==> src/verilog/cwgd_pkg.sv <==
// Purpose: Constants and types for the complementary waveform generator.
// Assumes: AXI4-Lite slave with 32-bit data, one clock aclk at 20 MHz.
// Notes:   Operation list below; each item is carried out in cwgd_top.
// Operation
// - Two complementary outputs from one input chosen by a 2-bit select.
// - Dead-band timing uses system clock or 16 MHz oscillator, one select bit.
// - On enable, both A and B drives start cleared.
// - Each output has its own enable; cleared enable leaves the pin undriven.
// - Enabled output shows override value or active waveform.
// - Block enable cleared makes output enables and drive levels ineffective.
// - Per-output polarity bit: set is active-high, cleared is active-low.
// - Polarity applies to the active waveform only, never to override levels.
// - Two 6-bit dead-band counters, one rising edge, one falling edge.
// - Dead band counts clock periods up from zero to the programmed value.
// - Rising edge turns B off at once, A on after rising delay.
// - Rising dead band programmable from zero upward.
// - Zero count means no dead band, incoming output turns on at once.
// - Dead-band timing always starts from the input edge.
// - Input ending before count completes keeps that output off.
package cwgd_pkg;

  // ************************************************************
  // Register map
  // ************************************************************
  localparam int         ADDR_W   = 5;
  localparam int         CNT_W    = 6;
  localparam int         SRC_W    = 5;
  localparam logic [4:0] OFS_CTL0 = 5'h00;
  localparam logic [4:0] OFS_CTL1 = 5'h04;
  localparam logic [4:0] OFS_RISE = 5'h08;
  localparam logic [4:0] OFS_FALL = 5'h0c;
  localparam logic [4:0] OFS_STAT = 5'h10;
  localparam logic [1:0] RESP_OK  = 2'h0;
  localparam logic [1:0] RESP_ERR = 2'h2;
  localparam logic [5:0] CNT_ZERO = 6'h00;
  localparam logic [5:0] CNT_ONE  = 6'h01;

  // waveform_control_0 fields, bit 5 down to bit 0
  typedef struct packed {
    logic clock_source_select;
    logic out_b_polarity;
    logic out_a_polarity;
    logic out_b_enable;
    logic out_a_enable;
    logic block_enable;
  } cwgd_ctl0_s;

  // waveform_control_1 fields, bit 4 down to bit 0
  typedef struct packed {
    logic       override_b;
    logic       override_a;
    logic       override_on;
    logic [1:0] input_source_select;
  } cwgd_ctl1_s;

  localparam cwgd_ctl0_s CTL0_RST = '0;
  localparam cwgd_ctl1_s CTL1_RST = '0;

endpackage : cwgd_pkg

==> src/verilog/cwgd_top.sv <==
// Purpose: Complementary waveform generator with dead band, AXI4-Lite regs.
// Assumes: Source and oscillator pins are asynchronous to aclk.
// Notes:   Pins see one extra flop of latency; outputs are all registered.
`timescale 1ns/1ns
module cwgd_top
  import cwgd_pkg::*;
(
  input  wire logic              aclk,
  input  wire logic              aresetn,
  input  wire logic [ADDR_W-1:0] s_axi_awaddr,
  input  wire logic              s_axi_awvalid,
  output logic                   s_axi_awready,
  input  wire logic [31:0]       s_axi_wdata,
  input  wire logic [3:0]        s_axi_wstrb,
  input  wire logic              s_axi_wvalid,
  output logic                   s_axi_wready,
  output logic [1:0]             s_axi_bresp,
  output logic                   s_axi_bvalid,
  input  wire logic              s_axi_bready,
  input  wire logic [ADDR_W-1:0] s_axi_araddr,
  input  wire logic              s_axi_arvalid,
  output logic                   s_axi_arready,
  output logic [31:0]            s_axi_rdata,
  output logic [1:0]             s_axi_rresp,
  output logic                   s_axi_rvalid,
  input  wire logic              s_axi_rready,
  input  wire logic              pulse_source_1,
  input  wire logic              pulse_source_2,
  input  wire logic              oscillator_source_out,
  input  wire logic              logic_cell_out,
  input  wire logic              internal_fast_oscillator,
  output logic                   drive_out_a,
  output logic                   drive_out_a_oe,
  output logic                   drive_out_b,
  output logic                   drive_out_b_oe
);

  // ************************************************************
  // Register bus
  // ************************************************************
  cwgd_ctl0_s        ctl0_reg,   ctl0_next;
  cwgd_ctl1_s        ctl1_reg,   ctl1_next;
  logic [CNT_W-1:0]  rise_reg,   rise_next;
  logic [CNT_W-1:0]  fall_reg,   fall_next;
  logic              awgot_reg,  awgot_next;
  logic [ADDR_W-1:0] waddr_reg,  waddr_next;
  logic              wgot_reg,   wgot_next;
  logic [7:0]        wbyte_reg,  wbyte_next;
  logic              wlane_reg,  wlane_next;
  logic              awrdy_reg,  awrdy_next;
  logic              wrdy_reg,   wrdy_next;
  logic              bvalid_reg, bvalid_next;
  logic [1:0]        bresp_reg,  bresp_next;
  logic              arrdy_reg,  arrdy_next;
  logic              rvalid_reg, rvalid_next;
  logic [31:0]       rdata_reg,  rdata_next;
  logic [1:0]        rresp_reg,  rresp_next;
  logic [4:0]        status;

  // Address and data are latched separately, so either may come first
  always_comb begin
    ctl0_next   = ctl0_reg;
    ctl1_next   = ctl1_reg;
    rise_next   = rise_reg;
    fall_next   = fall_reg;
    awgot_next  = awgot_reg;
    waddr_next  = waddr_reg;
    wgot_next   = wgot_reg;
    wbyte_next  = wbyte_reg;
    wlane_next  = wlane_reg;
    bvalid_next = bvalid_reg;
    bresp_next  = bresp_reg;
    rvalid_next = rvalid_reg;
    rdata_next  = rdata_reg;
    rresp_next  = rresp_reg;
    if (awrdy_reg && s_axi_awvalid) begin
      awgot_next = 1'b1;
      waddr_next = s_axi_awaddr;
    end
    if (wrdy_reg && s_axi_wvalid) begin
      wgot_next  = 1'b1;
      wbyte_next = s_axi_wdata[7:0];
      wlane_next = s_axi_wstrb[0];
    end
    if (bvalid_reg && s_axi_bready) begin
      bvalid_next = 1'b0;
    end
    // All fields live in byte lane 0; other lanes are ignored
    if (awgot_next && wgot_next && !bvalid_next) begin
      awgot_next  = 1'b0;
      wgot_next   = 1'b0;
      bvalid_next = 1'b1;
      bresp_next  = RESP_OK;
      unique case (waddr_next)
        OFS_CTL0: if (wlane_next) ctl0_next = wbyte_next[5:0];
        OFS_CTL1: if (wlane_next) ctl1_next = wbyte_next[4:0];
        OFS_RISE: if (wlane_next) rise_next = wbyte_next[5:0];
        OFS_FALL: if (wlane_next) fall_next = wbyte_next[5:0];
        OFS_STAT: ;
        default:  bresp_next = RESP_ERR;
      endcase
    end
    awrdy_next = !awgot_next && !bvalid_next;
    wrdy_next  = !wgot_next && !bvalid_next;
    if (rvalid_reg && s_axi_rready) begin
      rvalid_next = 1'b0;
    end
    if (arrdy_reg && s_axi_arvalid) begin
      rvalid_next = 1'b1;
      rresp_next  = RESP_OK;
      unique case (s_axi_araddr)
        OFS_CTL0: rdata_next = 32'(ctl0_reg);
        OFS_CTL1: rdata_next = 32'(ctl1_reg);
        OFS_RISE: rdata_next = 32'(rise_reg);
        OFS_FALL: rdata_next = 32'(fall_reg);
        OFS_STAT: rdata_next = 32'(status);
        default: begin
          rdata_next = '0;
          rresp_next = RESP_ERR;
        end
      endcase
    end
    arrdy_next = !rvalid_next;
  end

  // Bus and configuration registers
  always_ff @(posedge aclk) begin
    if (!aresetn) begin
      ctl0_reg   <= CTL0_RST;
      ctl1_reg   <= CTL1_RST;
      rise_reg   <= CNT_ZERO;
      fall_reg   <= CNT_ZERO;
      awgot_reg  <= 1'b0;
      waddr_reg  <= '0;
      wgot_reg   <= 1'b0;
      wbyte_reg  <= '0;
      wlane_reg  <= 1'b0;
      awrdy_reg  <= 1'b0;
      wrdy_reg   <= 1'b0;
      bvalid_reg <= 1'b0;
      bresp_reg  <= RESP_OK;
      arrdy_reg  <= 1'b0;
      rvalid_reg <= 1'b0;
      rdata_reg  <= '0;
      rresp_reg  <= RESP_OK;
    end else begin
      ctl0_reg   <= ctl0_next;
      ctl1_reg   <= ctl1_next;
      rise_reg   <= rise_next;
      fall_reg   <= fall_next;
      awgot_reg  <= awgot_next;
      waddr_reg  <= waddr_next;
      wgot_reg   <= wgot_next;
      wbyte_reg  <= wbyte_next;
      wlane_reg  <= wlane_next;
      awrdy_reg  <= awrdy_next;
      wrdy_reg   <= wrdy_next;
      bvalid_reg <= bvalid_next;
      bresp_reg  <= bresp_next;
      arrdy_reg  <= arrdy_next;
      rvalid_reg <= rvalid_next;
      rdata_reg  <= rdata_next;
      rresp_reg  <= rresp_next;
    end
  end

  assign s_axi_awready = awrdy_reg;
  assign s_axi_wready  = wrdy_reg;
  assign s_axi_bvalid  = bvalid_reg;
  assign s_axi_bresp   = bresp_reg;
  assign s_axi_arready = arrdy_reg;
  assign s_axi_rvalid  = rvalid_reg;
  assign s_axi_rdata   = rdata_reg;
  assign s_axi_rresp   = rresp_reg;

  // ************************************************************
  // Pin synchronisers
  // ************************************************************
  logic [SRC_W-1:0] pins;
  logic [SRC_W-1:0] sync1_reg;
  logic [SRC_W-1:0] sync2_reg;
  logic             in_prev_reg, in_prev_next;
  logic             osc_prev_reg, osc_prev_next;
  logic             in_level;
  logic             tick;
  logic             rise_edge;
  logic             fall_edge;

  // Bit 0 is the oscillator, bits 1..4 the selectable sources
  assign pins = {logic_cell_out, oscillator_source_out, pulse_source_2,
                 pulse_source_1, internal_fast_oscillator};

  // Two flops per pin; the first stage feeds only the second
  always_ff @(posedge aclk) begin
    if (!aresetn) begin
      sync1_reg <= '0;
      sync2_reg <= '0;
    end else begin
      sync1_reg <= pins;
      sync2_reg <= sync1_reg;
    end
  end

  // Selected source and its edges
  always_comb begin
    // Widen before the offset so select 3 reaches the last source pin
    in_level      = sync2_reg[3'(ctl1_reg.input_source_select) + 3'h1];
    in_prev_next  = in_level;
    osc_prev_next = sync2_reg[0];
    rise_edge     = in_level && !in_prev_reg;
    fall_edge     = !in_level && in_prev_reg;
    // A sampled oscillator only counts edges aclk can see
    tick = ctl0_reg.clock_source_select ?
           (sync2_reg[0] && !osc_prev_reg) : 1'b1;
  end

  always_ff @(posedge aclk) begin
    if (!aresetn) begin
      in_prev_reg  <= 1'b0;
      osc_prev_reg <= 1'b0;
    end else begin
      in_prev_reg  <= in_prev_next;
      osc_prev_reg <= osc_prev_next;
    end
  end

  // ************************************************************
  // Dead band and output stage
  // ************************************************************
  logic             a_reg,    a_next;
  logic             b_reg,    b_next;
  logic             rrun_reg, rrun_next;
  logic             frun_reg, frun_next;
  logic [CNT_W-1:0] rcnt_reg, rcnt_next;
  logic [CNT_W-1:0] fcnt_reg, fcnt_next;
  logic             oa_reg,   oa_next;
  logic             ob_reg,   ob_next;
  logic             oea_reg,  oea_next;
  logic             oeb_reg,  oeb_next;

  assign status = {frun_reg, rrun_reg, in_level, b_reg, a_reg};

  // Edges restart timing; counters climb on each dead-band clock tick
  always_comb begin
    a_next    = a_reg;
    b_next    = b_reg;
    rrun_next = rrun_reg;
    frun_next = frun_reg;
    rcnt_next = rcnt_reg;
    fcnt_next = fcnt_reg;
    if (!ctl0_reg.block_enable) begin
      a_next    = 1'b0;
      b_next    = 1'b0;
      rrun_next = 1'b0;
      frun_next = 1'b0;
      rcnt_next = CNT_ZERO;
      fcnt_next = CNT_ZERO;
    end else if (rise_edge) begin
      b_next    = 1'b0;
      frun_next = 1'b0;
      rcnt_next = CNT_ZERO;
      rrun_next = (rise_reg != CNT_ZERO);
      a_next    = (rise_reg == CNT_ZERO);
    end else if (fall_edge) begin
      a_next    = 1'b0;
      rrun_next = 1'b0;
      fcnt_next = CNT_ZERO;
      frun_next = (fall_reg != CNT_ZERO);
      b_next    = (fall_reg == CNT_ZERO);
    end else if (tick) begin
      if (rrun_reg) begin
        rcnt_next = rcnt_reg + CNT_ONE;
        if (rcnt_next == rise_reg) begin
          rrun_next = 1'b0;
          a_next    = 1'b1;
        end
      end
      if (frun_reg) begin
        fcnt_next = fcnt_reg + CNT_ONE;
        if (fcnt_next == fall_reg) begin
          frun_next = 1'b0;
          b_next    = 1'b1;
        end
      end
    end
    // Override bypasses polarity so a safe level is absolute
    oea_next = ctl0_reg.block_enable && ctl0_reg.out_a_enable;
    oeb_next = ctl0_reg.block_enable && ctl0_reg.out_b_enable;
    if (!ctl0_reg.block_enable) begin
      oa_next = 1'b0;
      ob_next = 1'b0;
    end else if (ctl1_reg.override_on) begin
      oa_next = ctl1_reg.override_a;
      ob_next = ctl1_reg.override_b;
    end else begin
      oa_next = a_next ^ !ctl0_reg.out_a_polarity;
      ob_next = b_next ^ !ctl0_reg.out_b_polarity;
    end
  end

  always_ff @(posedge aclk) begin
    if (!aresetn) begin
      a_reg    <= 1'b0;
      b_reg    <= 1'b0;
      rrun_reg <= 1'b0;
      frun_reg <= 1'b0;
      rcnt_reg <= CNT_ZERO;
      fcnt_reg <= CNT_ZERO;
      oa_reg   <= 1'b0;
      ob_reg   <= 1'b0;
      oea_reg  <= 1'b0;
      oeb_reg  <= 1'b0;
    end else begin
      a_reg    <= a_next;
      b_reg    <= b_next;
      rrun_reg <= rrun_next;
      frun_reg <= frun_next;
      rcnt_reg <= rcnt_next;
      fcnt_reg <= fcnt_next;
      oa_reg   <= oa_next;
      ob_reg   <= ob_next;
      oea_reg  <= oea_next;
      oeb_reg  <= oeb_next;
    end
  end

  assign drive_out_a    = oa_reg;
  assign drive_out_b    = ob_reg;
  assign drive_out_a_oe = oea_reg;
  assign drive_out_b_oe = oeb_reg;

endmodule : cwgd_top
==> config.mk <==
export PLATFORM = sky130hd
export DESIGN_NAME = cwgd_top
export DESIGN_NICKNAME = d
export VERILOG_FILES = /design/src/verilog/cwgd_pkg.sv /design/src/verilog/cwgd_top.sv
export SDC_FILE = /design/constraint.sdc
export NUM_CORES = 1
export LEC_CHECK = 0
export ABC_AREA = 1
export BUFFER_PORTS_ARGS = -buffer_cell sky130_fd_sc_hd__buf_4
export CORE_ASPECT_RATIO = 1.75
export CORE_UTILIZATION = 35
export DETAILED_ROUTE_END_ITERATION = 12
export PLACE_DENSITY = 0.69
export SYNTH_ARGS = -nofsm -noshare
export SYNTH_HDL_FRONTEND = slang
export SYNTH_SLANG_ARGS = --single-unit
==> constraint.sdc <==
create_clock -name aclk -period 2.58 [get_ports aclk]
set_clock_uncertainty 0.05 [all_clocks]
set_input_delay 0.258 -clock aclk [delete_from_list [all_inputs] [get_ports aclk]]
set_output_delay 0.258 -clock aclk [all_outputs]
set_load 0.02 [all_outputs]
==> results of run 1 <==
[layout make-up]
cell class	instances	area, µm²	area share
clock inverter	7	118	0.0257
inverter	93	349	0.0762
multi-input combinational	364	1740	0.380
sequential	82	1640	0.358
timing repair buffer	46	345	0.0754
clock buffer	9	225	0.0492
tap	130	163	0.0355
[cells in the mapped netlist (all sizes together) (7+ instances only)]
library cell  count
dfxtp            82
inv              92
o21ai            51
a21oi            48
nand3            33
nand2           108
buf              36
o22ai             7
nand4             7
nor2             51
or2              10
[tightest hold or removal path, stage by stage]
cell	delay, ns
buf_4	0.07
nand2_1	0.04
inv_1	0.04
[per-layer routing]
metal | GRT usage | part of all wire
met5 | 0 | 0
met3 | 0.0386 | 0.036
met1 | 0.163 | 0.35
met4 | 0.101 | 0.045
met2 | 0.331 | 0.56
[cell families after synthesis]
| group | count (synthesis) | share of synthesized area |
|---|---|---|
| AOI/OAI and AO/OA | 114 | 0.156 |
| buffers and inverters | 131 | 0.159 |
| DFF | 82 | 0.421 |
| muxes | 1 | 0.00257 |
| and+or+nand+nor | 213 | 0.240 |
| adders and majority gates | 3 | 0.00962 |
| other | 1 | 0.000961 |
| xor gates and xnor gates | 5 | 0.0112 |
[where the power goes]
part | internal [mW] | switching, mW | total [mW]
clock network | 0.944 | 0.504 | 1.45
registers | 1.31 | 0.0174 | 1.33
logic | 0.0982 | 0.207 | 0.305
[metrics by stage]
stage | setup WS [ns] | instance area [µm²] | instances | util
after global placement | 0.549 | 4240 | 715 | 0.394
after detailed placement | 0.497 | 4240 | 715 | 0.394
after CTS | 0.468 | 4580 | 731 | 0.426
after floorplan | 0.725 | 4000 | 577 | -
after global routing | 0.211 | 4580 | 731 | 0.426
final | 0.480 | 4580 | 731 | 0.426
[final timing paths]
kind	from	end	slack (ns)	cells after the start
worst min-delay path	pulse_source_1	sync1_reg[1]	0.05	3
worst max-delay path	ctl1_reg[0]	fcnt_reg[3]	0.48	12
worst min register to register	sync1_reg[3]	sync2_reg[3]	0.36	2
worst max register to register	ctl1_reg[0]	fcnt_reg[3]	0.48	12
==> results.json, run 1 <==
{
  "antenna_found_initial": 0,
  "vias": 3503,
  "p_leak_nw": 2.14,
  "status": "finished clean",
  "start_util": 0.363,
  "die_x_um": 81.8,
  "overflow": 0,
  "ctsResizeCount": 0,
  "synthArstFlopShare": 0,
  "first_pass_iters": 4,
  "crit_buf_inv": 2,
  "yosysSeqAreaShare": 0.421,
  "crit_required_ns": 2.79,
  "worstSetupPathType": "register to register",
  "synth_edf_count": 0,
  "setup_viol": 0,
  "hpwl_mm": 7.23,
  "maxSlewViolCount": 0,
  "vias_per_cell": 4.79,
  "die_area_mm2": 0.0116,
  "final_cell_mix": "nand2_1, inv_1, dfxtp_1, nor2_1, a21oi_1",
  "nNetsFinal": 657,
  "yosysWarnings": 0,
  "cts_setup_buffers": 0,
  "cts_buffer_depth": 2,
  "row_count": 50,
  "period_minus_slack_ns": 2.10,
  "end_kind": "register",
  "drt_iter0_markers": 218,
  "ios": 103,
  "min_path_type": "input port to register",
  "layout_commonest_cell": "nand2_1",
  "rsz0062_at_grt": "no",
  "worstMarginPinSlew_ns": 0.534,
  "cts-root-buf": "clkbuf_16",
  "maxCapViolCount": 0,
  "avgSynthCellArea_um2": 7.09,
  "syn_to_final_growth_pct": 17.4,
  "crit_top_cell": "nand2_1",
  "netlist_instances": 550,
  "postRouteAntennaNets": 0,
  "routabilityCongestion": 0.969,
  "cts_max_level": 3,
  "clk_latency_ns": 0.34,
  "hold_ws_ns": 0.0522,
  "path_clk_slew_ns": 0.06,
  "yosysTopAreaCellShare": 0.421,
  "cpLargestDelayFamily": "simple AND/OR/NAND/NOR gates",
  "grt_pass1_wl_mm": 15.3,
  "nFillCells": 1101,
  "core_area_mm2": 0.0108,
  "synthesis.area_mm2": 0.00390,
  "wire_per_inst_um": 12.8,
  "synth_seq_cells": 82,
  "slowest_delay_ns": 0.40,
  "grt_pass1_vias": 3371,
  "worstPathCellList": "ha_1 -> inv_1 -> nand3_1 -> nand2_1 -> nand2_1 -> nand2_1 -> nand2_1 -> nand2_1 -> inv_1 -> nor2_1 -> nand2_1 -> a21oi_1",
  "crit_slowest_cell": "dfxtp_1",
  "die_h_um": 142,
  "synthTopCellsByArea": "dfxtp_1, nand2_1, inv_1",
  "timing.final.crit_share": 0.814,
  "cts_hold_buf": 0,
  "wirelength_mm": 9.36,
  "cts_tree": "yes",
  "cts_sinks": 82,
  "yosys_most_used_dff": "dfxtp_1",
  "synth.distinct_cells": 35,
  "track_usage": 0.175,
  "drc": 0,
  "fmaxAchievable_mhz": 476,
  "crit_arrival_ns": 2.31,
  "final-hold-violation-count": 0,
  "diodes": 0,
  "cp_max_fo": 5,
  "synth.largest_area_cell": "dfxtp_1",
  "fin_tns_setup_ns": 0,
  "p_per_area_mw_per_mm2": 672,
  "cts_buffers": 9,
  "numPortBuffers": 45,
  "totalPowerFinal_mw": 3.08,
  "peakVddDrop_v": 0.000486,
  "drive_above_1_share": 0.146,
  "max_slew_margin": 0.640,
  "startpoint_type": "register",
  "grt_max_degree": 40
}
Note: power is estimated with default switching activity, not from simulation.
==> run 2, diff against run 1 <==
- PLACE_DENSITY: 0.69 -> 0.71
- clock period: 2.58 -> 1.72 ns (I/O delays scaled with it)
==> results.json, run 2 (synthesis results as in run 1) <==
{
  "layout_setup_ws_ns": -0.102,
  "reg2reg_to": "ctl0_reg[1]",
  "grt_pass1_wl_mm": 16.7,
  "drt_iter0_markers": 211,
  "end_kind": "register",
  "hold_ws_ns": 0.0813,
  "period_minus_slack_ns": 1.82,
  "grt_max_degree": 30,
  "clk_latency_ns": 0.34,
  "crit_arrival_ns": 2.00,
  "min_path_type": "input port to register",
  "worstSetupPathType": "register to register",
  "row_count": 50,
  "crit_end": "ctl0_reg[1]",
  "hpwl_mm": 7.87,
  "crit_slowest_cell": "dfxtp_4",
  "cts_tree": "yes",
  "final-hold-violation-count": 0,
  "fin_tns_setup_ns": -1.45,
  "p_per_area_mw_per_mm2": 860,
  "vias_per_cell": 4.86,
  "cts-root-buf": "clkbuf_16",
  "cp_max_fo": 8,
  "die_h_um": 142,
  "routabilityCongestion": 0.895,
  "cts_sinks": 82,
  "worstReg2RegStart": "s_axi_awready",
  "antenna_found_initial": 0,
  "worstPathCellList": "nand2_4 -> or2_4 -> o21ai_2 -> nand2_1 -> inv_2 -> nand2_2 -> nor3_4 -> buf_6 -> nand3_4 -> o21ai_0 -> a21oi_1",
  "ff2ff_setup_slack_ns": -0.10,
  "crit_required_ns": 1.89,
  "postRouteAntennaNets": 0,
  "grt_pass1_vias": 3772,
  "vias": 3882,
  "start_util": 0.363,
  "die_x_um": 81.8,
  "drc": 0,
  "cts_buffer_depth": 2,
  "r2r_cells": 11,
  "numPortBuffers": 45,
  "worstMarginPinSlew_ns": 0.504,
  "die_area_mm2": 0.0116,
  "maxSlewViolCount": 0,
  "cts_max_level": 3,
  "peakVddDrop_v": 0.000683,
  "rsz0062_at_grt": "yes",
  "track_usage": 0.191,
  "nNetsFinal": 724,
  "overflow": 0,
  "drive_above_1_share": 0.356,
  "syn_to_final_growth_pct": 41.9,
  "p_leak_nw": 2.51,
  "wire_per_inst_um": 13.9,
  "dpl_cell_area_mm2": 0.00463,
  "ios": 103,
  "wirelength_mm": 11.1,
  "startpoint_type": "register",
  "maxCapViolCount": 0,
  "violations": "negative setup slack",
  "final_cell_mix": "buf_4, nand2_1, inv_1, dfxtp_1, nor2_1",
  "layout_commonest_cell": "buf_4",
  "path_clk_slew_ns": 0.06,
  "totalPowerFinal_mw": 4.76,
  "finalInstanceArea_mm2": 0.00554,
  "timing.final.crit_share": 1.06,
  "diodes": 0,
  "status": "complete, but fails checks",
  "core_area_mm2": 0.0108,
  "setup_viol": 26,
  "first_pass_iters": 5,
  "crit_path_start": "s_axi_awready",
  "fmaxAchievable_mhz": 549,
  "cts_buffers": 9,
  "max_slew_margin": 0.664,
  "slowest_delay_ns": 0.36
}
==> run 2: cell types whose count changed in the layout (fill, tap and decap cells not counted), moves of 10 or more <==
cell and delta:
buf_4 +51, a21oi_1 -21, a21oi_2 +21, o21ai_1 -10, nand2_1 -15, buf_6 +10, o21ai_2 +18
==> run 2: through the flow <==
step	util	setup slack [ns]	std cells
after CTS	0.490	-0.0578	795
after floorplan	-	0.00460	577
after global routing	0.514	-0.202	798
after global placement	0.430	-0.166	763
after detailed placement	0.430	-0.178	763
final	0.514	-0.102	798
==> run 2: final cells by class <==
type / instances / area [µm²]
sequential: 82 / 1660
inverter: 93 / 357
multi-input combinational: 365 / 2140
clock inverter: 2 / 60.1
tap: 130 / 163
clock buffer: 14 / 264
timing repair buffer: 112 / 891
fill: 1005 / 5230
==> run 2: worst min-delay path by stage <==
stage / cells past startpoint / start / slack (ns) / end
after floorplan: 2 / internal_fast_oscillator / 0.22 / sync1_reg[0]
after global placement: 3 / internal_fast_oscillator / 0.30 / sync1_reg[0]
after detailed placement: 3 / pulse_source_2 / 0.31 / sync1_reg[2]
after CTS: 3 / s_axi_wdata[5] / 0.07 / wbyte_reg[5]
after global routing: 3 / s_axi_wdata[0] / 0.12 / wbyte_reg[0]
final: 3 / s_axi_wdata[4] / 0.08 / wbyte_reg[4]
==> run 2: routing by layer <==
layer  GRT usage  vias up  wire length (µm)
met5           0        -                 0
met4       0.137        0               614
met3      0.0360       43               351
met2       0.366      109              6410
met1       0.167     1802              3740
li1            -     1928                 -
==> run 2: power by group <==
group | internal [mW] | switching (mW)
logic | 0.275 | 0.406
registers | 1.96 | 0.0292
clock network | 1.35 | 0.732
==> run 2: timing repair <==
item                                    in CTS  in global routing
gates cloned                                 0                  1
endpoints found under the setup margin      33                 41
hold buffers                                 5                  0
hold endpoints to repair                     5                  0
gates resized for setup                     57                 72
pin swaps                                   18                 31
buffers inserted                            11                  4
==> run 2: critical path, delay by kind of cell (launching register included) <==
| kind | cells | cell delay [ns] |
|---|---|---|
| buffers and inverters | 2 | 0.22 |
| AND/OR/NAND/NOR | 6 | 0.73 |
| AO/OA/AOI/OAI | 3 | 0.34 |
| flip-flops | 1 | 0.36 |
